## src/design/rirq_pkg.sv

```systemverilog
package rirq_pkg;

  // Clock
  localparam int          CLK_NS        = 40;

  // Register offsets on the host register port
  localparam logic [7:0]  ADDR_CTRL     = 8'h01;
  localparam logic [7:0]  ADDR_NRT      = 8'h07;
  localparam logic [7:0]  ADDR_STAT     = 8'h0c;
  localparam logic [7:0]  ADDR_MASK     = 8'h0d;

  // Interrupt status bit positions
  localparam int          ST_TX         = 7;
  localparam int          ST_RX         = 6;
  localparam int          ST_FIFO       = 5;
  localparam int          ST_CRC        = 4;
  localparam int          ST_PAR        = 3;
  localparam int          ST_FRM        = 2;
  localparam int          ST_COL        = 1;
  localparam int          ST_NRSP       = 0;

  // Protocol control bit positions
  localparam int          CTRL_NO_RXCRC = 7;
  localparam int          CTRL_COL7     = 0;

  // Values after reset
  localparam logic [7:0]  STAT_RST      = 8'h00;
  localparam logic [5:0]  MASK_RST      = 6'h3e;
  localparam logic [7:0]  CTRL_RST      = 8'h00;
  localparam logic [7:0]  NRT_RST       = 8'h00;

  // Levels and thresholds
  localparam logic [4:0]  FIFO_HI       = 5'h08;
  localparam logic [4:0]  FIFO_LO       = 5'h04;
  localparam logic [3:0]  COL_THR_LO    = 4'h6;
  localparam logic [3:0]  COL_THR_HI    = 4'h7;

  // No-response wait step
  localparam int          NRT_STEP_NS   = 2000;
  localparam int          NRT_STEP_CYC  = (NRT_STEP_NS + CLK_NS - 1) / CLK_NS;

endpackage : rirq_pkg

```

## src/design/rirq_nrt.sv

```systemverilog
module rirq_nrt #(
  parameter int STEP_CYC = rirq_pkg::NRT_STEP_CYC
) (
  // Clock and reset
  input  wire logic       clk,
  input  wire logic       rst,
  // Control
  input  wire logic       clr,
  input  wire logic       start,
  input  wire logic       stop,
  input  wire logic [7:0] wait_val,
  // Timeout pulse
  output logic            expire
);
  import rirq_pkg::*;

  typedef struct packed {
    logic        run;
    logic [15:0] cnt;
    logic [15:0] tgt;
    logic        expire;
  } rirq_nrt_s;

  rirq_nrt_s state_q;
  rirq_nrt_s state_d;

  always_comb begin
    state_d        = state_q;
    state_d.expire = 1'b0;
    if (clr || stop) begin
      state_d.run = 1'b0;
      state_d.cnt = 16'h0000;
    end else if (start && (wait_val != 8'h00)) begin
      // Zero wait value disables the watchdog
      state_d.run = 1'b1;
      state_d.cnt = 16'h0000;
      state_d.tgt = 16'(32'(wait_val) * STEP_CYC);
    end else if (state_q.run) begin
      state_d.cnt = state_q.cnt + 16'h0001;
      if (state_q.cnt == state_q.tgt - 16'h0001) begin
        state_d.run    = 1'b0;
        state_d.expire = 1'b1;
      end
    end
  end

  always_ff @(posedge clk or posedge rst) begin
    if (rst) begin
      state_q <= '0;
    end else begin
      state_q <= state_d;
    end
  end

  assign expire = state_q.expire;

endmodule : rirq_nrt

```

## src/design/rirq_sync.sv

```systemverilog
module rirq_sync #(
  parameter int           W       = 2,
  parameter logic [W-1:0] RST_VAL = '0
) (
  // Clock and reset
  input  wire logic         clk,
  input  wire logic         rst,
  // Asynchronous levels in, synchronised levels out
  input  wire logic [W-1:0] d,
  output logic      [W-1:0] q
);
  import rirq_pkg::*;

  typedef struct packed {
    logic [W-1:0] s1;
    logic [W-1:0] s2;
  } rirq_sync_s;

  rirq_sync_s state_q;
  rirq_sync_s state_d;

  // First stage feeds only the second one
  always_comb begin
    state_d.s1 = d;
    state_d.s2 = state_q.s1;
  end

  always_ff @(posedge clk or posedge rst) begin
    if (rst) begin
      state_q <= {RST_VAL, RST_VAL};
    end else begin
      state_q <= state_d;
    end
  end

  assign q = state_q.s2;

endmodule : rirq_sync

```

## src/design/rirq_top.sv

```systemverilog
module rirq_top #(
  parameter int FIFO_W   = 5,
  parameter int STEP_CYC = rirq_pkg::NRT_STEP_CYC
) (
  // Clock and reset
  input  wire logic              clk,
  input  wire logic              rst,
  // Device pins
  input  wire logic              por_pin,
  input  wire logic              en_pin,
  // Host register port
  input  wire logic              host_wr,
  input  wire logic              host_rd,
  input  wire logic              host_rd_end,
  input  wire logic [7:0]        host_addr,
  input  wire logic [7:0]        host_wdata,
  output logic      [7:0]        host_rdata,
  // Framing engine events
  input  wire logic              tx_active,
  input  wire logic              rx_active,
  input  wire logic [FIFO_W-1:0] fifo_level,
  input  wire logic              crc_err,
  input  wire logic              parity_err,
  input  wire logic              framing_err,
  input  wire logic              col_strobe,
  input  wire logic [3:0]        col_count,
  // Outputs
  output logic                   irq,
  output logic                   rx_dec_en
);
  import rirq_pkg::*;

  typedef struct packed {
    logic [7:0] status;
    logic [5:0] pend;
    logic [5:0] mask;
    logic [7:0] ctrl;
    logic [7:0] nrt;
    logic       irq;
    logic [7:0] rdata;
    logic [7:0] rd_addr;
    logic       rd_open;
    logic       tx_d;
    logic       rx_d;
    logic       dec_en;
  } rirq_top_s;

  rirq_top_s  state_q;
  rirq_top_s  state_d;

  logic [1:0] pins_s;
  logic       por_s;
  logic       en_s;
  logic       nrt_expire;
  logic       hold_rst;
  logic       wr_ctrl;
  logic       rd_clear;
  logic       clear_all;
  logic       tx_start;
  logic       tx_end;
  logic       rx_start;
  logic       rx_end;
  logic       tx_mid;
  logic       rx_mid;
  logic [3:0] col_thr;
  logic [5:0] rx_ev;
  logic [7:0] rd_mux;

  // Pins cross into the clock domain; chip held off until released
  rirq_sync #(
    .W       (2),
    .RST_VAL (2'b01)
  ) u_sync (
    .clk (clk),
    .rst (rst),
    .d   ({en_pin, por_pin}),
    .q   (pins_s)
  );

  assign por_s    = pins_s[0];
  assign en_s     = pins_s[1];
  assign hold_rst = por_s || !en_s;

  assign wr_ctrl   = host_wr && (host_addr == ADDR_CTRL);
  assign rd_clear  = host_rd_end && state_q.rd_open && (state_q.rd_addr == ADDR_STAT);
  assign clear_all = wr_ctrl || rd_clear;

  assign tx_start = tx_active && !state_q.tx_d;
  assign tx_end   = !tx_active && state_q.tx_d;
  assign rx_start = rx_active && !state_q.rx_d && !tx_active;
  assign rx_end   = !rx_active && state_q.rx_d;
  assign tx_mid   = tx_active;
  assign rx_mid   = rx_active && !tx_active;

  assign col_thr = state_q.ctrl[CTRL_COL7] ? COL_THR_HI : COL_THR_LO;

  // Receive events, held back until the frame ends
  always_comb begin
    rx_ev          = 6'h00;
    rx_ev[ST_FIFO] = fifo_level > FIFO_W'(FIFO_HI);
    rx_ev[ST_CRC]  = crc_err && !state_q.ctrl[CTRL_NO_RXCRC];
    rx_ev[ST_PAR]  = parity_err;
    rx_ev[ST_FRM]  = framing_err;
    rx_ev[ST_COL]  = col_strobe && (col_count > col_thr);
  end

  // Watchdog armed at transmit end, stopped by start of frame
  rirq_nrt #(
    .STEP_CYC (STEP_CYC)
  ) u_nrt (
    .clk      (clk),
    .rst      (rst),
    .clr      (hold_rst || tx_start),
    .start    (tx_end),
    .stop     (rx_start),
    .wait_val (state_q.nrt),
    .expire   (nrt_expire)
  );

  always_comb begin
    case (host_addr)
      ADDR_CTRL: rd_mux = state_q.ctrl;
      ADDR_NRT:  rd_mux = state_q.nrt;
      ADDR_STAT: rd_mux = state_q.status;
      ADDR_MASK: rd_mux = {2'b00, state_q.mask};
      default:   rd_mux = 8'h00;
    endcase
  end

  always_comb begin
    state_d        = state_q;
    state_d.tx_d   = tx_active;
    state_d.rx_d   = rx_active && !tx_active;
    state_d.dec_en = !tx_active;

    if (host_rd) begin
      state_d.rdata   = rd_mux;
      state_d.rd_addr = host_addr;
      state_d.rd_open = 1'b1;
    end else if (host_rd_end) begin
      state_d.rd_open = 1'b0;
    end

    if (host_wr) begin
      case (host_addr)
        ADDR_CTRL: state_d.ctrl = host_wdata;
        ADDR_NRT:  state_d.nrt  = host_wdata;
        ADDR_MASK: state_d.mask = host_wdata[5:0];
        default:   state_d.ctrl = state_q.ctrl;
      endcase
    end

    // Clears first so that a same-cycle event survives
    if (clear_all) begin
      state_d.status = 8'h00;
      state_d.pend   = 6'h00;
      state_d.irq    = 1'b0;
    end

    if (tx_mid) begin
      if (tx_start) begin
        state_d.status[ST_TX] = 1'b1;
      end
      if (fifo_level < FIFO_W'(FIFO_LO)) begin
        state_d.status[ST_FIFO] = 1'b1;
        if (state_q.mask[ST_FIFO]) begin
          // Immediate so the host can refill before underrun
          state_d.irq = 1'b1;
        end
      end
    end else if (rx_mid) begin
      if (rx_start) begin
        state_d.status[ST_RX] = 1'b1;
      end
      state_d.pend = state_d.pend | rx_ev;
    end

    if (tx_end) begin
      state_d.irq = 1'b1;
    end

    if (rx_end) begin
      state_d.status[5:0] = state_d.status[5:0] | state_d.pend;
      state_d.pend        = 6'h00;
      state_d.irq         = 1'b1;
    end

    if (nrt_expire) begin
      state_d.status[ST_NRSP] = 1'b1;
      if (state_q.mask[ST_NRSP]) begin
        state_d.irq = 1'b1;
      end
    end

    // Pin-level reset overrides register writes and events; read data and edge trackers still update
    if (hold_rst) begin
      state_d.status  = STAT_RST;
      state_d.pend    = 6'h00;
      state_d.mask    = MASK_RST;
      state_d.ctrl    = CTRL_RST;
      state_d.nrt     = NRT_RST;
      state_d.irq     = 1'b0;
      state_d.rd_open = 1'b0;
    end
  end

  always_ff @(posedge clk or posedge rst) begin
    if (rst) begin
      state_q        <= '0;
      state_q.mask   <= MASK_RST;
      state_q.ctrl   <= CTRL_RST;
      state_q.nrt    <= NRT_RST;
      state_q.status <= STAT_RST;
      state_q.dec_en <= 1'b1;
    end else begin
      state_q <= state_d;
    end
  end

  assign host_rdata = state_q.rdata;
  assign irq        = state_q.irq;
  assign rx_dec_en  = state_q.dec_en;
endmodule : rirq_top

```

## config.mk

```make
export PLATFORM = sky130hd
export DESIGN_NAME = rirq_top
export DESIGN_NICKNAME = d
export VERILOG_FILES = /design/src/design/rirq_pkg.sv /design/src/design/rirq_nrt.sv /design/src/design/rirq_sync.sv /design/src/design/rirq_top.sv
export SDC_FILE = /design/constraint.sdc
export NUM_CORES = 1
export LEC_CHECK = 0
export BUFFER_PORTS_ARGS = -buffer_cell sky130_fd_sc_hd__buf_4
export CORE_ASPECT_RATIO = 0.9
export CORE_UTILIZATION = 42
export CTS_BUF_LIST = sky130_fd_sc_hd__clkbuf_2 sky130_fd_sc_hd__clkbuf_4 sky130_fd_sc_hd__clkbuf_8
export CTS_CLUSTER_SIZE = 8
export DETAILED_ROUTE_END_ITERATION = 6
export HOLD_SLACK_MARGIN = 0.15
export PLACE_DENSITY_LB_ADDON = 0.25
export REMOVE_ABC_BUFFERS = 1
export SLEW_MARGIN = 20
export SYNTH_ARGS = -nofsm -noshare
export SYNTH_HDL_FRONTEND = slang
export SYNTH_SLANG_ARGS = --single-unit
```

## constraint.sdc

```tcl
create_clock -name clk -period 2.8 [get_ports clk]
set_clock_uncertainty 0.05 [all_clocks]
set_input_delay 0.56 -clock clk [delete_from_list [all_inputs] [get_ports clk]]
set_output_delay 0.56 -clock clk [all_outputs]
set_load 0.03 [all_outputs]
```

==> metrics.txt <==
status=complete, but fails checks; violated checks=negative setup slack; Area contributors post-synth=dfrtp_1 (40%), ha_1 (8.6%), nand2_1 (5.0%), dfstp_2 (4.0%), a21oi_1 (3.2%); Worst path top cell family by delay=buffers and inverters; mean post-synth cell area=9.770 µm²; largest net degree at the start of global routing=44; TritonCTS Buffers=9; Clk pwr share=37.2%; root buffer cell=clkbuf_8; Main synth FF type=dfrtp_1; sequential area share after synthesis=44.07%; Sw Ratio=25.74%; met1 global-route usage=28.36%; Slowest cell on crit path=dfrtp_2; Mapped Area=5246 µm²; num ports=48; Critical Setup Path Class=reg -> reg; DRC=0; Tightest Pin Transition=0.6689 ns; M3 GR Usage=4.167%; Cell Area, Placed=5858 µm²; Detail Route Antenna Nets=0; Critical Path Start Type=flip-flop; Clock transition at path regs=0.10 ns; Leak=2.933 nW; RSZ-0062 raised after global routing=yes; Final Hold Viols=0; EDFF count, synth=0; GRT Resource Usage Total=20.39%; Pint=1.802 mW; Final GP Congestion=0.7999; pwr/cell area=375.3 nW/µm²; Yosys cell types=60; cell taking the most area after synthesis=dfrtp_1; Buffers & Inverters on Critical Path=18; Clk Latency, worst-skew pair=0.39 ns; Die Height=108.0 µm; r2r endpoint=u_nrt.state_q[4]; crit-path cells=inv_2, buf_4, buf_4, buf_4, buf_4, buf_4, buf_4, buf_4, buf_4, buf_4, buf_4, buf_4, buf_4, buf_4, buf_4, buf_4, buf_4, buf_4, o21ai_2; wirelength, routed=12.87 mm; CTS HTree Levels=3; Initial Util=43.27%; Highest Clock Rate=355.8 MHz; vias in the first global route=4131; worst hold slack=0.1554 ns; setup ws final=-0.01021 ns; most used cell, CP=buf_4; area growth from synthesis to layout=23.25%; port bufs=47; cell count after synthesis=537; Critical path origin=state_q[23]; worst min path class=in -> async; die area=12940 µm²; vias per cell=5.353; Comb pwr share=6.7%; P_sw=624.5 µW; CTS Buffer Depth=2; Total Nets Final=697; Final min period=2.810 ns; Worst path depth=19; Finished Cell Area=6466 µm²; DR vias=4202; Post-synth ARST share=100.0%; First-pass DRT Iterations=4; Worst Path Required=3.07 ns; total core area=12120 µm²; CTS Hold Bufs=0; Power, Total=2.426 mW; initial antenna violation count=0; layout cells sized above 1=28.32%; Critical Path AT=3.08 ns; top cell type's share of synthesized area=40.07%; global-route wire length before repair=20.39 mm; Max Slew Vio Count=0; Setup Total Neg Slack=-0.01808 ns; synthesized flop and latch total=92; Reg power frac=56.1%; Ant. Diodes=0; CTS tree=built; R2R Setup Slk=-0.01 ns; DR iter-0 viols=248; worst r2r src=state_q[23]; CP endpoint kind=flip-flop; mean routed wirelength per cell=16.39 µm; clk sinks=92; die width=119.8 µm; Rel. slew slack=55.32%; Synth warnings=0; max incr delay on CP=0.43 ns; final setup violation count=3; Worst Setup EP=u_nrt.state_q[4]; CP Max Fanout=3; period utilization=100.4%; Max VDD drop=0.0003158 V; GR peak layer=met2; Cell Rows=38; Worst Reg2Reg Path Length in Cells=19; met2 GRT Util=30.55%; GRT Residual Overflow=0; detailed placement HPWL=9.064 mm; # Max-Cap Violations=0
placed cells by master, fill, tap and decap left out, types with 4 or more instances in the layout:
cell | synthesis | routed
ha_1 | 36 | 23
nor3b_1 | 6 | 6
buf_6 | 3 | 4
nand4_1 | 10 | 10
o21a_1 | 4 | 4
a21oi_1 | 34 | 33
nor3_1 | 9 | 9
o21ai_0 | 13 | 9
nand2_1 | 70 | 70
xor2_1 | 19 | 19
nor2_1 | 36 | 36
dfstp_2 | 8 | 8
a22o_1 | 8 | 8
dfrtp_1 | 84 | 80
a22oi_1 | 16 | 16
dfrtp_2 | 0 | 4
clkbuf_8 | 0 | 11
xnor2_1 | 17 | 17
ha_4 | 0 | 11
nand2b_1 | 6 | 6
nand3_1 | 26 | 26
mux2_2 | 11 | 11
inv_1 | 28 | 23
buf_4 | 8 | 95
and3_1 | 6 | 6
flip-flops by register name, indices dropped and copies added, names as in the netlist:
register and count:
u_nrt.expire 1, irq 1, u_sync.q 2, u_nrt.state_q 30
u_sync.state_d 2, host_rdata 8, rx_dec_en 1, state_q 47
cell usage after synthesis (3+ instances only):
cell type / number
a21o_1: 3
buf_6: 3
nand2b_1: 6
dfrtp_1: 84
mux2i_1: 3
nor2_1: 36
nand3_1: 26
dfstp_2: 8
a22oi_1: 16
o21a_1: 4
a22o_1: 8
clkbuf_1: 16
nor2b_1: 4
buf_4: 8
mux2_2: 11
nand4_1: 10
nand3b_1: 3
and2_1: 3
nor4_1: 3
ha_1: 36
xor2_1: 19
inv_1: 28
nor3b_1: 6
nor3_1: 9
nand2_1: 70
nand4b_1: 3
fa_1: 3
xnor2_1: 17
o21ai_0: 13
a21oi_1: 34
and3_1: 6
worst min path at each step:
stage | startpoint | end | slack, ns | cells past startpoint
floorplan | u_sync.state_d[1] | u_sync.q[1] | 0.28 | 0
global placement | u_sync.state_d[1] | u_sync.q[1] | 0.29 | 0
detailed placement | u_sync.state_d[1] | u_sync.q[1] | 0.29 | 0
CTS | rst | state_q[11] | 0.17 | 2
global route | rst | state_q[6] | 0.18 | 2
finish | rst | state_q[7] | 0.16 | 2
per-layer routing:
| layer | share of wire [%] | up-vias |
|---|---|---|
| met2 | 45 | 93 |
| met3 | 4.6 | 25 |
| met1 | 47 | 2033 |
| met5 | 0 | - |
| li1 | - | 2051 |
| met4 | 2.6 | 0 |
what timing repair did:
| action | 4_1_cts | 5_1_grt |
|---|---|---|
| hold endpoints to repair | 0 | 0 |
| endpoints found under the setup margin | 5 | 6 |
| setup buffers | 19 | 7 |
| gates resized for setup | 23 | 20 |
| pin swaps | 15 | 14 |
power groups by stage:
stage	Clock, mW	Combinational (mW)	Sequential (mW)
6_report	0.904	0.161	1.36
2_1_floorplan	0	0.0732	1.39
5_1_grt	0.974	0.177	1.37
3_3_place_gp	0	0.159	1.39
4_1_cts	0.923	0.164	1.36
3_5_place_dp	0	0.163	1.39
kinds of logic (layout without fill, tap and decap cells):
logic type	Yosys count	after routing	synth area share [%]
AOI/OAI and AO/OA	102	102	13.36
xor gates and xnor gates	36	36	6.010
adders and majority gates	39	39	9.731
buffers and inverters	57	145	5.080
DFF	92	92	44.07
muxes	14	14	2.934
and+or+nand+nor	197	197	18.82
layout make-up:
type                       instances  area (µm²)
fill                            1080        5658
multi-input combinational        388        2863
sequential                        92        2317
timing repair buffer             100       778.2
tap                              160       200.2
clock buffer                      11       151.4
inverter                          29       112.6
clock inverter                     5       43.79
per-stage QoR:
stage | instances | worst slack, ns | utilization, %
2_1_floorplan | 509 | -0.1887 | -
3_3_place_gp | 743 | -0.1517 | 48.32
3_5_place_dp | 743 | -0.2350 | 48.32
4_1_cts | 778 | -0.002200 | 52.04
5_1_grt | 785 | -0.1064 | 53.33
6_report | 785 | -0.01021 | 53.33
Note: power is estimated with default switching activity, not from simulation.
